--- config.mk ---
export PLATFORM = sky130hd
export DESIGN_NAME = isr_status_top
export DESIGN_NICKNAME = d
export VERILOG_FILES = /design/src/rtl/isr_pkg.sv /design/src/rtl/isr_reg_set.sv /design/src/rtl/isr_status_top.sv
export VERILOG_INCLUDE_DIRS = /design/src /design/src/rtl
export SDC_FILE = /design/constraint.sdc
export NUM_CORES = 1
export LEC_CHECK = 0
export BUFFER_PORTS_ARGS = -buffer_cell sky130_fd_sc_hd__buf_2
export CORE_MARGIN = 8
export CORE_UTILIZATION = 24
export CTS_CLUSTER_SIZE = 8
export DETAILED_ROUTE_END_ITERATION = 10
export PLACE_DENSITY = 0.45
export SYNTH_ARGS = -nofsm -noshare
export SYNTH_HDL_FRONTEND = slang
export SYNTH_SLANG_ARGS = --single-unit
--- constraint.sdc ---
create_clock -name aclk -period 3.2 [get_ports aclk]
set_clock_uncertainty 0.2 [all_clocks]
set_input_delay 0 -clock aclk [delete_from_list [all_inputs] [get_ports aclk]]
set_output_delay 0 -clock aclk [all_outputs]
set_load 0.005 [all_outputs]
--- src/rtl/isr_defs.svh ---
// Register offsets, field widths and reset values of the status reporting block.
// Assumes inclusion by bare name from the rtl folder.
`ifndef ISR_DEFS_SVH
`define ISR_DEFS_SVH
`define ISR_QUES_COND 8'h00
`define ISR_QUES_PTR 8'h04
`define ISR_QUES_NTR 8'h08
`define ISR_QUES_EVENT 8'h0C
`define ISR_QUES_ENABLE 8'h10
`define ISR_OPER_COND 8'h14
`define ISR_OPER_PTR 8'h18
`define ISR_OPER_NTR 8'h1C
`define ISR_OPER_EVENT 8'h20
`define ISR_OPER_ENABLE 8'h24
`define ISR_ESR_EVENT 8'h28
`define ISR_ESR_ENABLE 8'h2C
`define ISR_STB_EVENT 8'h30
`define ISR_STB_ENABLE 8'h34
`define ISR_IRQ_STATUS 8'h38
`define ISR_IRQ_MASK 8'h3C
`define ISR_WIDE 16
`define ISR_NARROW 8
`define ISR_PTR_RESET 16'hFFFF
`define ISR_RESP_OKAY 2'b00
`define ISR_RESP_SLVERR 2'b10
`endif

--- src/rtl/isr_pkg.sv ---
// Types shared by the status reporting block.
// Assumes isr_defs.svh is reachable on the include path.
`default_nettype none
package isr_pkg;
   typedef enum logic [1:0] {
      ISR_IDLE = 2'b00,
      ISR_RESP = 2'b01
   } isr_bus_state_t;
endpackage
`default_nettype wire

--- src/rtl/isr_reg_set.sv ---
// One status register set: transition filter, clear-on-read event latch, enable gate.
// Assumes conditions are already synchronous to aclk.
`timescale 1ns/1ps
`default_nettype none
module isr_reg_set #(
   parameter int WIDTH = 16,
   parameter logic [WIDTH-1:0] PTR_RESET = '1
) (
   // Clock and reset.
   input wire logic aclk,
   input wire logic aresetn,
   // Live condition and filters.
   input wire logic [WIDTH-1:0] cond,
   input wire logic [WIDTH-1:0] ptr,
   input wire logic [WIDTH-1:0] ntr,
   input wire logic [WIDTH-1:0] enable,
   // Event read clear.
   input wire logic read_clear,
   // Results.
   output logic [WIDTH-1:0] event_bits,
   output logic summary,
   output logic new_event
);
   typedef struct packed {
      logic [WIDTH-1:0] last;
      logic [WIDTH-1:0] ev;
   } isr_set_state_t;
   isr_set_state_t st;
   isr_set_state_t next_st;
   logic [WIDTH-1:0] hit;
   always_comb begin
      hit = (cond & ~st.last & ptr) | (~cond & st.last & ntr); // RQ5
      next_st.last = cond;
      // A capture in the reading cycle survives the clear so no event is lost.
      next_st.ev = (read_clear ? '0 : st.ev) | hit; // RQ6
   end
   always_ff @(posedge aclk) begin
      if (!aresetn) begin
         st <= '0;
      end else begin
         st <= next_st;
      end
   end
   assign event_bits = st.ev;
   assign summary = |(st.ev & enable); // RQ7 RQ8
   assign new_event = |hit;
endmodule
`default_nettype wire

--- src/rtl/isr_status_top.sv ---
// Status reporting block: four register sets behind an AXI4-Lite slave.
// Assumes instrument and standard status inputs arrive from pins and are resynchronised here.
// Contract
// RQ1: Questionable and Operation sets are sixteen bits, inputs defined by the instrument.
// RQ2: Event Status and Status Byte sets are eight bits with standard inputs.
// RQ3: All sets have event and enable; wide sets add condition and transition.
// RQ4: Wide condition registers mirror live status unlatched, readable any time.
// RQ5: Condition changes latch into events only when transition filter selects them.
// RQ6: Reading an event register returns its bits and clears them.
// RQ7: An event bit is reported only while its enable bit is one; irq_status sets on any new event in a set regardless of enable.
// RQ8: Each set drives a summary: OR of event AND enable, every cycle.
`timescale 1ns/1ps
`default_nettype none
`include "isr_defs.svh"
module isr_status_top (
   // Clock and reset.
   input wire logic aclk,
   input wire logic aresetn,
   // Status inputs from the instrument.
   input wire logic [15:0] ques_in,
   input wire logic [15:0] oper_in,
   input wire logic [7:0] esr_in,
   input wire logic [7:0] stb_in,
   // AXI4-Lite write address.
   input wire logic [7:0] s_axi_awaddr,
   input wire logic s_axi_awvalid,
   output logic s_axi_awready,
   // AXI4-Lite write data.
   input wire logic [31:0] s_axi_wdata,
   input wire logic [3:0] s_axi_wstrb,
   input wire logic s_axi_wvalid,
   output logic s_axi_wready,
   // AXI4-Lite write response.
   output logic [1:0] s_axi_bresp,
   output logic s_axi_bvalid,
   input wire logic s_axi_bready,
   // AXI4-Lite read address.
   input wire logic [7:0] s_axi_araddr,
   input wire logic s_axi_arvalid,
   output logic s_axi_arready,
   // AXI4-Lite read data.
   output logic [31:0] s_axi_rdata,
   output logic [1:0] s_axi_rresp,
   output logic s_axi_rvalid,
   input wire logic s_axi_rready,
   // Summaries and interrupt.
   output logic ques_summary,
   output logic oper_summary,
   output logic esr_summary,
   output logic stb_summary,
   output logic irq
);
   localparam int W = `ISR_WIDE;
   localparam int N = `ISR_NARROW;
   typedef struct packed {
      logic [W+N-1:0] q1;
      logic [W+N-1:0] q2;
      logic [W+N-1:0] q3;
      logic [W+N-1:0] qhold;
      logic [W+N-1:0] o1;
      logic [W+N-1:0] o2;
      logic [W+N-1:0] o3;
      logic [W+N-1:0] ohold;
      logic [W-1:0] ques_ptr;
      logic [W-1:0] ques_ntr;
      logic [W-1:0] ques_en;
      logic [W-1:0] oper_ptr;
      logic [W-1:0] oper_ntr;
      logic [W-1:0] oper_en;
      logic [N-1:0] esr_en;
      logic [N-1:0] stb_en;
      logic [3:0] irq_status;
      logic [3:0] irq_mask;
      logic aw_held;
      logic [7:0] aw_addr;
      logic w_held;
      logic [31:0] w_data;
      logic [3:0] w_strb;
      isr_pkg::isr_bus_state_t wr_state;
      logic [1:0] bresp;
      isr_pkg::isr_bus_state_t rd_state;
      logic [31:0] rdata;
      logic [1:0] rresp;
   } isr_top_state_t;
   isr_top_state_t st;
   isr_top_state_t next_st;
   // Three-stage synchronisers: only stage two reads stage one; stages two and three must agree.
   logic [W+N-1:0] s0;
   logic [W+N-1:0] o0;
   logic [W-1:0] ques_cond;
   logic [W-1:0] oper_cond;
   logic [N-1:0] esr_cond;
   logic [N-1:0] stb_cond;
   logic [W+N-1:0] agreed;
   logic [W+N-1:0] held;
   logic [W+N-1:0] oagreed;
   logic [W+N-1:0] oheld;
   logic [W-1:0] ques_ev;
   logic [W-1:0] oper_ev;
   logic [N-1:0] esr_ev;
   logic [N-1:0] stb_ev;
   logic [3:0] set_new;
   logic [3:0] rd_clr;
   logic rd_go;
   logic wr_go;
   assign s0 = {ques_in, esr_in};
   assign o0 = {oper_in, stb_in};
   assign agreed = ~(st.q2 ^ st.q3);
   assign oagreed = ~(st.o2 ^ st.o3);
   // A half-settled change is held off until two stages agree, trading one cycle of delay for glitch immunity.
   assign held = (agreed & st.q3) | (~agreed & st.qhold);
   assign oheld = (oagreed & st.o3) | (~oagreed & st.ohold);
   assign ques_cond = held[W+N-1:N]; // RQ4
   assign esr_cond = held[N-1:0];
   assign oper_cond = oheld[W+N-1:N]; // RQ4
   assign stb_cond = oheld[N-1:0];
   assign rd_go = s_axi_arvalid && st.rd_state == isr_pkg::ISR_IDLE;
   always_comb begin
      rd_clr = 4'h0;
      if (rd_go) begin
         if (s_axi_araddr == `ISR_QUES_EVENT) begin
            rd_clr[0] = 1'b1; // RQ6
         end else if (s_axi_araddr == `ISR_OPER_EVENT) begin
            rd_clr[1] = 1'b1; // RQ6
         end else if (s_axi_araddr == `ISR_ESR_EVENT) begin
            rd_clr[2] = 1'b1; // RQ6
         end else if (s_axi_araddr == `ISR_STB_EVENT) begin
            rd_clr[3] = 1'b1; // RQ6
         end
      end
   end
   isr_reg_set #(.WIDTH(W), .PTR_RESET(`ISR_PTR_RESET)) u_ques ( // RQ1 RQ3
      .aclk(aclk),
      .aresetn(aresetn),
      .cond(ques_cond),
      .ptr(st.ques_ptr),
      .ntr(st.ques_ntr),
      .enable(st.ques_en),
      .read_clear(rd_clr[0]),
      .event_bits(ques_ev),
      .summary(ques_summary),
      .new_event(set_new[0])
   );
   isr_reg_set #(.WIDTH(W), .PTR_RESET(`ISR_PTR_RESET)) u_oper ( // RQ1 RQ3
      .aclk(aclk),
      .aresetn(aresetn),
      .cond(oper_cond),
      .ptr(st.oper_ptr),
      .ntr(st.oper_ntr),
      .enable(st.oper_en),
      .read_clear(rd_clr[1]),
      .event_bits(oper_ev),
      .summary(oper_summary),
      .new_event(set_new[1])
   );
   // Standard sets latch rising edges of their inputs; no filter is exposed for them.
   isr_reg_set #(.WIDTH(N), .PTR_RESET(8'hFF)) u_esr ( // RQ2 RQ3
      .aclk(aclk),
      .aresetn(aresetn),
      .cond(esr_cond),
      .ptr(8'hFF),
      .ntr(8'h00),
      .enable(st.esr_en),
      .read_clear(rd_clr[2]),
      .event_bits(esr_ev),
      .summary(esr_summary),
      .new_event(set_new[2])
   );
   isr_reg_set #(.WIDTH(N), .PTR_RESET(8'hFF)) u_stb ( // RQ2 RQ3
      .aclk(aclk),
      .aresetn(aresetn),
      .cond(stb_cond),
      .ptr(8'hFF),
      .ntr(8'h00),
      .enable(st.stb_en),
      .read_clear(rd_clr[3]),
      .event_bits(stb_ev),
      .summary(stb_summary),
      .new_event(set_new[3])
   );
   assign wr_go = (st.aw_held || s_axi_awvalid) && (st.w_held || s_axi_wvalid) &&
      st.wr_state == isr_pkg::ISR_IDLE;
   assign s_axi_awready = !st.aw_held && st.wr_state == isr_pkg::ISR_IDLE;
   assign s_axi_wready = !st.w_held && st.wr_state == isr_pkg::ISR_IDLE;
   assign s_axi_arready = st.rd_state == isr_pkg::ISR_IDLE;
   assign s_axi_bvalid = st.wr_state == isr_pkg::ISR_RESP;
   assign s_axi_bresp = st.bresp;
   assign s_axi_rvalid = st.rd_state == isr_pkg::ISR_RESP;
   assign s_axi_rdata = st.rdata;
   assign s_axi_rresp = st.rresp;
   assign irq = |(st.irq_status & st.irq_mask);
   always_comb begin
      logic [7:0] wa;
      logic [31:0] wd;
      logic [31:0] m;
      logic [31:0] rv;
      logic ok;
      wa = st.aw_held ? st.aw_addr : s_axi_awaddr;
      wd = st.w_held ? st.w_data : s_axi_wdata;
      m = {{8{s_axi_wstrb[3]}}, {8{s_axi_wstrb[2]}}, {8{s_axi_wstrb[1]}}, {8{s_axi_wstrb[0]}}};
      if (st.w_held) begin
         m = {{8{st.w_strb[3]}}, {8{st.w_strb[2]}}, {8{st.w_strb[1]}}, {8{st.w_strb[0]}}};
      end
      rv = 32'h0000_0000;
      ok = 1'b1;
      next_st = st;
      next_st.q1 = s0;
      next_st.q2 = st.q1;
      next_st.q3 = st.q2;
      next_st.qhold = held;
      next_st.o1 = o0;
      next_st.o2 = st.o1;
      next_st.o3 = st.o2;
      next_st.ohold = oheld;
      // Status bits: set wins over the read clear in the same cycle.
      if (rd_go && s_axi_araddr == `ISR_IRQ_STATUS) begin
         next_st.irq_status = 4'h0;
      end
      next_st.irq_status = next_st.irq_status | set_new;
      // Write channel.
      if (s_axi_awvalid && s_axi_awready) begin
         next_st.aw_held = 1'b1;
         next_st.aw_addr = s_axi_awaddr;
      end
      if (s_axi_wvalid && s_axi_wready) begin
         next_st.w_held = 1'b1;
         next_st.w_data = s_axi_wdata;
         next_st.w_strb = s_axi_wstrb;
      end
      if (wr_go) begin
         if (wa == `ISR_QUES_PTR) begin
            next_st.ques_ptr = (st.ques_ptr & ~m[15:0]) | (wd[15:0] & m[15:0]); // RQ5
         end else if (wa == `ISR_QUES_NTR) begin
            next_st.ques_ntr = (st.ques_ntr & ~m[15:0]) | (wd[15:0] & m[15:0]); // RQ5
         end else if (wa == `ISR_QUES_ENABLE) begin
            next_st.ques_en = (st.ques_en & ~m[15:0]) | (wd[15:0] & m[15:0]); // RQ7
         end else if (wa == `ISR_OPER_PTR) begin
            next_st.oper_ptr = (st.oper_ptr & ~m[15:0]) | (wd[15:0] & m[15:0]); // RQ5
         end else if (wa == `ISR_OPER_NTR) begin
            next_st.oper_ntr = (st.oper_ntr & ~m[15:0]) | (wd[15:0] & m[15:0]); // RQ5
         end else if (wa == `ISR_OPER_ENABLE) begin
            next_st.oper_en = (st.oper_en & ~m[15:0]) | (wd[15:0] & m[15:0]); // RQ7
         end else if (wa == `ISR_ESR_ENABLE) begin
            next_st.esr_en = (st.esr_en & ~m[7:0]) | (wd[7:0] & m[7:0]); // RQ7
         end else if (wa == `ISR_STB_ENABLE) begin
            next_st.stb_en = (st.stb_en & ~m[7:0]) | (wd[7:0] & m[7:0]); // RQ7
         end else if (wa == `ISR_IRQ_MASK) begin
            next_st.irq_mask = (st.irq_mask & ~m[3:0]) | (wd[3:0] & m[3:0]);
         end else if (wa[1:0] != 2'b00 || wa > `ISR_IRQ_MASK) begin
            ok = 1'b0;
         end
         next_st.bresp = ok ? `ISR_RESP_OKAY : `ISR_RESP_SLVERR;
         next_st.aw_held = 1'b0;
         next_st.w_held = 1'b0;
         next_st.wr_state = isr_pkg::ISR_RESP;
      end else if (st.wr_state == isr_pkg::ISR_RESP && s_axi_bready) begin
         next_st.wr_state = isr_pkg::ISR_IDLE;
      end
      // Read channel; condition reads have no side effect.
      ok = 1'b1;
      if (rd_go) begin
         if (s_axi_araddr == `ISR_QUES_COND) begin
            rv[15:0] = ques_cond; // RQ4
         end else if (s_axi_araddr == `ISR_QUES_PTR) begin
            rv[15:0] = st.ques_ptr;
         end else if (s_axi_araddr == `ISR_QUES_NTR) begin
            rv[15:0] = st.ques_ntr;
         end else if (s_axi_araddr == `ISR_QUES_EVENT) begin
            rv[15:0] = ques_ev; // RQ6
         end else if (s_axi_araddr == `ISR_QUES_ENABLE) begin
            rv[15:0] = st.ques_en;
         end else if (s_axi_araddr == `ISR_OPER_COND) begin
            rv[15:0] = oper_cond; // RQ4
         end else if (s_axi_araddr == `ISR_OPER_PTR) begin
            rv[15:0] = st.oper_ptr;
         end else if (s_axi_araddr == `ISR_OPER_NTR) begin
            rv[15:0] = st.oper_ntr;
         end else if (s_axi_araddr == `ISR_OPER_EVENT) begin
            rv[15:0] = oper_ev; // RQ6
         end else if (s_axi_araddr == `ISR_OPER_ENABLE) begin
            rv[15:0] = st.oper_en;
         end else if (s_axi_araddr == `ISR_ESR_EVENT) begin
            rv[7:0] = esr_ev; // RQ6
         end else if (s_axi_araddr == `ISR_ESR_ENABLE) begin
            rv[7:0] = st.esr_en;
         end else if (s_axi_araddr == `ISR_STB_EVENT) begin
            rv[7:0] = stb_ev; // RQ6
         end else if (s_axi_araddr == `ISR_STB_ENABLE) begin
            rv[7:0] = st.stb_en;
         end else if (s_axi_araddr == `ISR_IRQ_STATUS) begin
            rv[3:0] = st.irq_status;
         end else if (s_axi_araddr == `ISR_IRQ_MASK) begin
            rv[3:0] = st.irq_mask;
         end else begin
            ok = 1'b0;
         end
         next_st.rdata = rv;
         next_st.rresp = ok ? `ISR_RESP_OKAY : `ISR_RESP_SLVERR;
         next_st.rd_state = isr_pkg::ISR_RESP;
      end else if (st.rd_state == isr_pkg::ISR_RESP && s_axi_rready) begin
         next_st.rd_state = isr_pkg::ISR_IDLE;
      end
   end
   always_ff @(posedge aclk) begin
      if (!aresetn) begin
         st <= '0;
         st.ques_ptr <= `ISR_PTR_RESET;
         st.oper_ptr <= `ISR_PTR_RESET;
         st.wr_state <= isr_pkg::ISR_IDLE;
         st.rd_state <= isr_pkg::ISR_IDLE;
      end else begin
         st <= next_st;
      end
   end
endmodule
`default_nettype wire

==> reports/results.ini, run 1 <==
[setup_path]
critPathMaxFanout=12
slowest_delay_ns=0.57
cp_top_family=buffers and inverters
worstPathArrival_ns=3.26
slowest_stage=dlygate4sd3_1
crit_chain=dlygate4sd3_1 > buf_2 > buf_4 > nor4_2 > dlygate4sd3_1 > buf_4 > nand2_1 > a21boi_0 > a221o_1 > a32o_1
startpoint_type=input pin
cp_data_required_time_ns=3.49
crit_path_end_kind=flip-flop
crit_buf_inv=5
path_class=input pin to flip-flop

[cells_and_area]
final_util_pct=31.2
multi_input_area_um2=8640
drive_above_1_share_pct=14.3
seqCellArea_um2=8170
syn2layout_area_growth_pct=29.3
instances_no_fill=3146
num-fill-cells=7645
fin_nets=2289

[power]
vdd_drop_max_v=0.000358
power.leakage_nw=9.29
pwr_density_cell_nw_per_um2=517
total_power_mw=11.7

[clock_network]
htree_num_levels=2
cts-resized-gates=0
cts.reportedPaths.clkPinSlew_ns=0.05
clock_path_buffers=3
clk_latency_ns=0.61
cts_setup_buffers=0
cts_tree=done
numCtsBuffers=57
clockRootBuffer=clkbuf_16
ctsHoldBuffers=201
clock_sinks=408

[timing]
rsz0062_at_grt=no
min_period_ns=2.97
hold_viol_final=0
fin_crit_sh_pct=92.7
fin_tns_setup_ns=0
slew_headroom_pct=38.6
worst_slack_ns=0.233
setup_viol=0
fmax_ghz=0.337
tightest_slew_ns=0.922
maxSlewViolCount=0

[synthesis]
yosys-top-cells-count=dfxtp_1, nand2_1, and2_1
yosysMostFrequentCell=dfxtp_1
synth_edf_count=0
ys_types=76
yosys-top-cells-area=dfxtp_1, and2_1, nand2_1, mux2i_1, a21boi_0
syn-cell-area_um2=17500
ys_warn_count=0
syn_avg_cell_area_um2=9.34
synth-seq-area-share_pct=46.7
synth_largest_area_cell=dfxtp_1
async_flop_share_pct=0
ys.flop_type=dfxtp_1
synth_top_area_share_pct=46.7
synth_cells=1873
yosys_register_bits=408

[place]
place.gp.congestion=0.883
io_buffers=116
post-place-ws_ns=0.541
placed_cells=2881
hpwl_mm=46.1

[drt]
drt-pass1-iter-count=6
drc=0
wl_mm=63.9
post_drt_via_cell_ratio=4.81
wl_per_cell_um=20.3
initialDrtViolationCount=1056
via_count=15144
drtAntennaViolNets=0

[global_routing]
grt_overflow=0
grt_pass1_wl_mm=95.7
grt_max_degree=146
grt_usage_pct=15.2
antenna_found_initial=2
grt_pass1_vias=15176

[worst_hold_path]
holdCritPathClass=input pin to flip-flop

[flow_run]
cap_violations=0

[die]
die_area_um2=81800
die_w_um=286
io_pins=153
rows=99
start_util_pct=24.1
core-area_um2=72600
die_y_um=286

[outcome]
status=finished, final reports clean

-- final timing paths --
check | start | end | slack, ns | depth (start not counted)
worst min-delay path | s_axi_wvalid | st[59]$_SDFFE_PN0P_ | 0.03 | 4
worst max register to register | st[85]$_SDFFE_PP0P_ | st[80]$_SDFFE_PN0P_ | 0.48 | 7
worst max-delay path | s_axi_araddr[4] | s_axi_rdata[2]$_SDFFE_PN0P_ | 0.23 | 10
worst min register to register | next_st[369]$_SDFF_PN0_ | next_st[345]$_SDFF_PN0_ | 0.22 | 1
-- worst register-to-register path: stages, from the launching register on --
cell and delay [ns]:
dfxtp_1 0.32, buf_4 0.19, nor2_1 0.16, and2_1 0.37, nand2_1 0.09, dlygate4sd3_1 0.56
a21boi_0 0.18, dlygate4sd3_1 0.58
-- final cells by class --
class	count	area share, %
clock buffer	59	6.34
sequential	408	36.1
tap	959	5.30
inverter	10	0.166
antenna	1	0.0111
timing repair buffer	375	13.6
multi-input combinational	1330	38.2
clock inverter	4	0.332
-- power breakdown --
part           total, mW  switching, mW  internal, mW
logic               1.06          0.581         0.482
clock network       5.32           2.18          3.13
registers           5.31         0.0933          5.22
-- metal layers --
layer | track usage (%) | share of wire (%) | vias up
li1 | - | - | 7200
met1 | 20.4 | 46 | 7357
met2 | 24.5 | 45 | 477
met3 | 2.31 | 5.3 | 110
met4 | 5.87 | 3.7 | 0
met5 | 0 | 0 | -
-- per-stage QoR --
stage               instance area (µm²)  hold slack [ns]
floorplan                         17600          -0.0727
global placement                  19100          0.00889
detailed placement                19100          0.00889
CTS                               22600          0.00743
global route                      22600           0.0345
finish                            22600           0.0265
-- cell families after synthesis --
| logic type | share of synthesized area (%) |
|---|---|
| compound gates | 19.1 |
| fa+ha+maj | 0.744 |
| buf+inv | 4.45 |
| flops | 46.7 |
| mux | 6.51 |
| other cells | 0.0214 |
| simple gates | 22.5 |
-- cells in the final DEF, fill, tap and decap left out, types with 16 or more instances in the layout --
cell type,instances
conb_1,18
a22oi_1,25
nor2_1,76
dlygate4sd3_1,201
mux2i_1,76
buf_4,55
o211a_1,50
dfxtp_1,407
o21ai_0,76
nand2_1,235
a21oi_1,88
and2_1,171
a21boi_0,70
mux2_2,25
clkbuf_16,57
o211ai_2,16
nand3b_1,19
buf_2,115
nor2b_1,77
a31oi_1,17
nand3_1,54
o211ai_1,16
(Power assumes the default switching activity.)
==> inputs of run 2 (changes only) <==
Settings changed: GPL_TIMING_DRIVEN set to 0, HOLD_SLACK_MARGIN set to 0.12.
==> run 2 against run 1 <==
Net effect: count of clock-buffer cells in the layout increased by 3; combinational power rose by 19%; final cell count increased by 3.4%; largest cell class unchanged; utilization grew 0.74 points; sequential share of layout area decreased by 0.85 points; global-route usage increased by 3.2 points.
==> reports/results.ini, run 2 (synthesis results as in run 1) <==
[clock_network]
numCtsBuffers=57  ; unchanged
clockRootBuffer=clkbuf_16  ; unchanged
clock_path_buffers=3  ; unchanged
cts_tree=done  ; unchanged
cts.reportedPaths.clkPinSlew_ns=0.05  ; about the same
htree_num_levels=2  ; unchanged
clock_sinks=408  ; unchanged
clk_latency_ns=0.61  ; about the same

[setup_path]
crit_buf_inv=5  ; unchanged
cp_common_cell=clkbuf_1
crit_path_end_kind=flip-flop  ; unchanged
slowest_delay_ns=0.78  ; was 0.57 ns
startpoint_type=input pin  ; unchanged
crit_chain=dlygate4sd3_1 > buf_2 > inv_1 > clkbuf_1 > clkbuf_1 > o21ai_0 > a21boi_0 > o22ai_1 > o211ai_1 > a21oi_1  ; was dlygate4sd3_1 > buf_2 > buf_4 > nor4_2 > dlygate4sd3_1 > buf_4 > nand2_1 > a21boi_0 > a221o_1 > a32o_1
slowest_stage=clkbuf_1  ; was dlygate4sd3_1
cp_data_required_time_ns=3.53  ; was 3.49 ns
path_class=input pin to flip-flop  ; unchanged
critPathMaxFanout=10  ; was 12
cp_top_family=buffers and inverters  ; unchanged
worstPathArrival_ns=3.43  ; was 3.26 ns

[die]
core-area_um2=72600  ; unchanged
die_y_um=286  ; unchanged
start_util_pct=24.1  ; unchanged
die_area_um2=81800  ; unchanged
io_pins=153  ; unchanged
rows=99  ; unchanged
die_w_um=286  ; unchanged

[worst_hold_path]
holdCritPathClass=input pin to flip-flop  ; unchanged

[timing]
fin_tns_setup_ns=0  ; unchanged
maxSlewViolCount=0  ; unchanged
fmax_ghz=0.323  ; was 0.337 GHz
min_period_ns=3.09  ; was 2.97 ns
hold_viol_final=0  ; unchanged
tightest_slew_ns=1.24  ; was 0.922 ns
holdWs_ns=0.181  ; was 0.0265 ns
setup_viol=0  ; unchanged
slew_headroom_pct=17.6  ; was 38.6%
fin_crit_sh_pct=96.7  ; was 92.7%
rsz0062_at_grt=no  ; unchanged

[cells_and_area]
seqCellArea_um2=8170  ; about the same
multi_input_area_um2=8660  ; was 8640 µm²
instances_no_fill=3254  ; was 3146
fin_nets=2396  ; was 2289
final_util_pct=31.9  ; was 31.2%
drive_above_1_share_pct=14.4  ; was 14.3%
syn2layout_area_growth_pct=32.4  ; was 29.3%
design_area_um2=23200  ; was 22600 µm²
mostFrequentLayoutCells=dfxtp_1, nand2_1, dlygate4sd3_1  ; unchanged
num-fill-cells=7663  ; was 7645
final_common_cell=dfxtp_1  ; unchanged

[place]
placed_area_um2=19500  ; was 19100 µm²
io_buffers=111  ; was 116
placed_cells=2969  ; was 2881
place.gp.congestion=0.956  ; was 0.883
hpwl_mm=58.3  ; was 46.1 mm

[power]
vdd_drop_max_v=0.000359  ; was 0.000358 V
power.leakage_nw=9.51  ; was 9.29 nW
pwr_density_cell_nw_per_um2=515  ; was 517 nW/µm²

[drt]
drt-pass1-iter-count=7  ; was 6
wl_mm=77.9  ; was 63.9 mm
drtAntennaViolNets=0  ; unchanged
wl_per_cell_um=23.9  ; was 20.3 µm
initialDrtViolationCount=1218  ; was 1056
via_count=16111  ; was 15144
post_drt_via_cell_ratio=4.95  ; was 4.81
drc=0  ; unchanged

[global_routing]
grt_max_degree=15  ; was 146
grt_pass1_vias=16200  ; was 15176
grt_usage_pct=18.4  ; was 15.2%
grt_overflow=0  ; unchanged
grt_pass1_wl_mm=111  ; was 95.7 mm
antenna_found_initial=3  ; was 2

[flow_run]
cap_violations=0  ; unchanged

[outcome]
status=finished, final reports clean  ; unchanged

[run 2: changes by cell type in the layout (fill, tap and decap cells not counted), moves of 5 or more]
cell           change
buf_1              +7
dlygate4sd3_1     +16
clkbuf_1          +69
buf_4             -14
mux2i_2            +5
buf_6             +10
buf_2             +19
mux2i_1            -5
[run 2: tightest hold or removal path: stages]
cell,delay (ns)
buf_2,0.13
or4b_1,0.11
buf_2,0.31
o22ai_1,0.13
a21oi_1,0.14
a32o_1,0.12
[run 2: final cells by class]
cell class | count | area share [%]
timing repair buffer | 340 | 12.4
clock inverter | 2 | 0.0756
inverter | 10 | 0.162
tap | 959 | 5.18
clock buffer | 62 | 6.37
buffer | 142 | 3.20
sequential | 408 | 35.3
antenna | 1 | 0.0108
multi-input combinational | 1330 | 37.4
[run 2: stage by stage]
| stage | power [mW] | setup slack (ns) |
|---|---|---|
| final | 11.9 | 0.107 |
| after global routing | 12.3 | 0.0178 |
| after CTS | 12.0 | 0.105 |
| after detailed placement | 6.43 | -0.167 |
| after global placement | 6.38 | -0.190 |
| after floorplan | 5.91 | 0.852 |
[run 2: path summary, 6_finish.rpt]
check                     startpoint                           end  slack, ns  cells after the start
min                  s_axi_araddr[3]  s_axi_rdata[11]$_SDFFE_PN0P_       0.18                      6
min reg2reg  next_st[266]$_SDFF_PN0_       next_st[242]$_SDFF_PN0_       0.23                      1
max                  s_axi_araddr[2]  s_axi_rdata[13]$_SDFFE_PN0P_       0.11                     10
max reg2reg      st[76]$_SDFFE_PP0P_                     flip-flop       0.12                      9
[run 2: power breakdown]
group,switching [mW],internal (mW)
Sequential,0.0938,5.22
Combinational,0.727,0.538
Clock,2.19,3.18
[run 2: per-layer routing]
metal / wire (µm) / part of all wire (%) / global-route usage, % / up-vias
li1: - / - / - / 7424
met1: 33500 / 43 / 23.3 / 7910
met2: 35500 / 46 / 30.2 / 623
met3: 5800 / 7.4 / 4.21 / 154
met4: 3090 / 4.0 / 7.13 / 0
met5: 0 / 0 / 0 / -
[run 2: repair_timing]
action	CTS	global route
hold buffers	217	0
buffers inserted	0	3
hold endpoints to repair	265	0
resized for setup	0	1
endpoints found under the setup margin	0	2
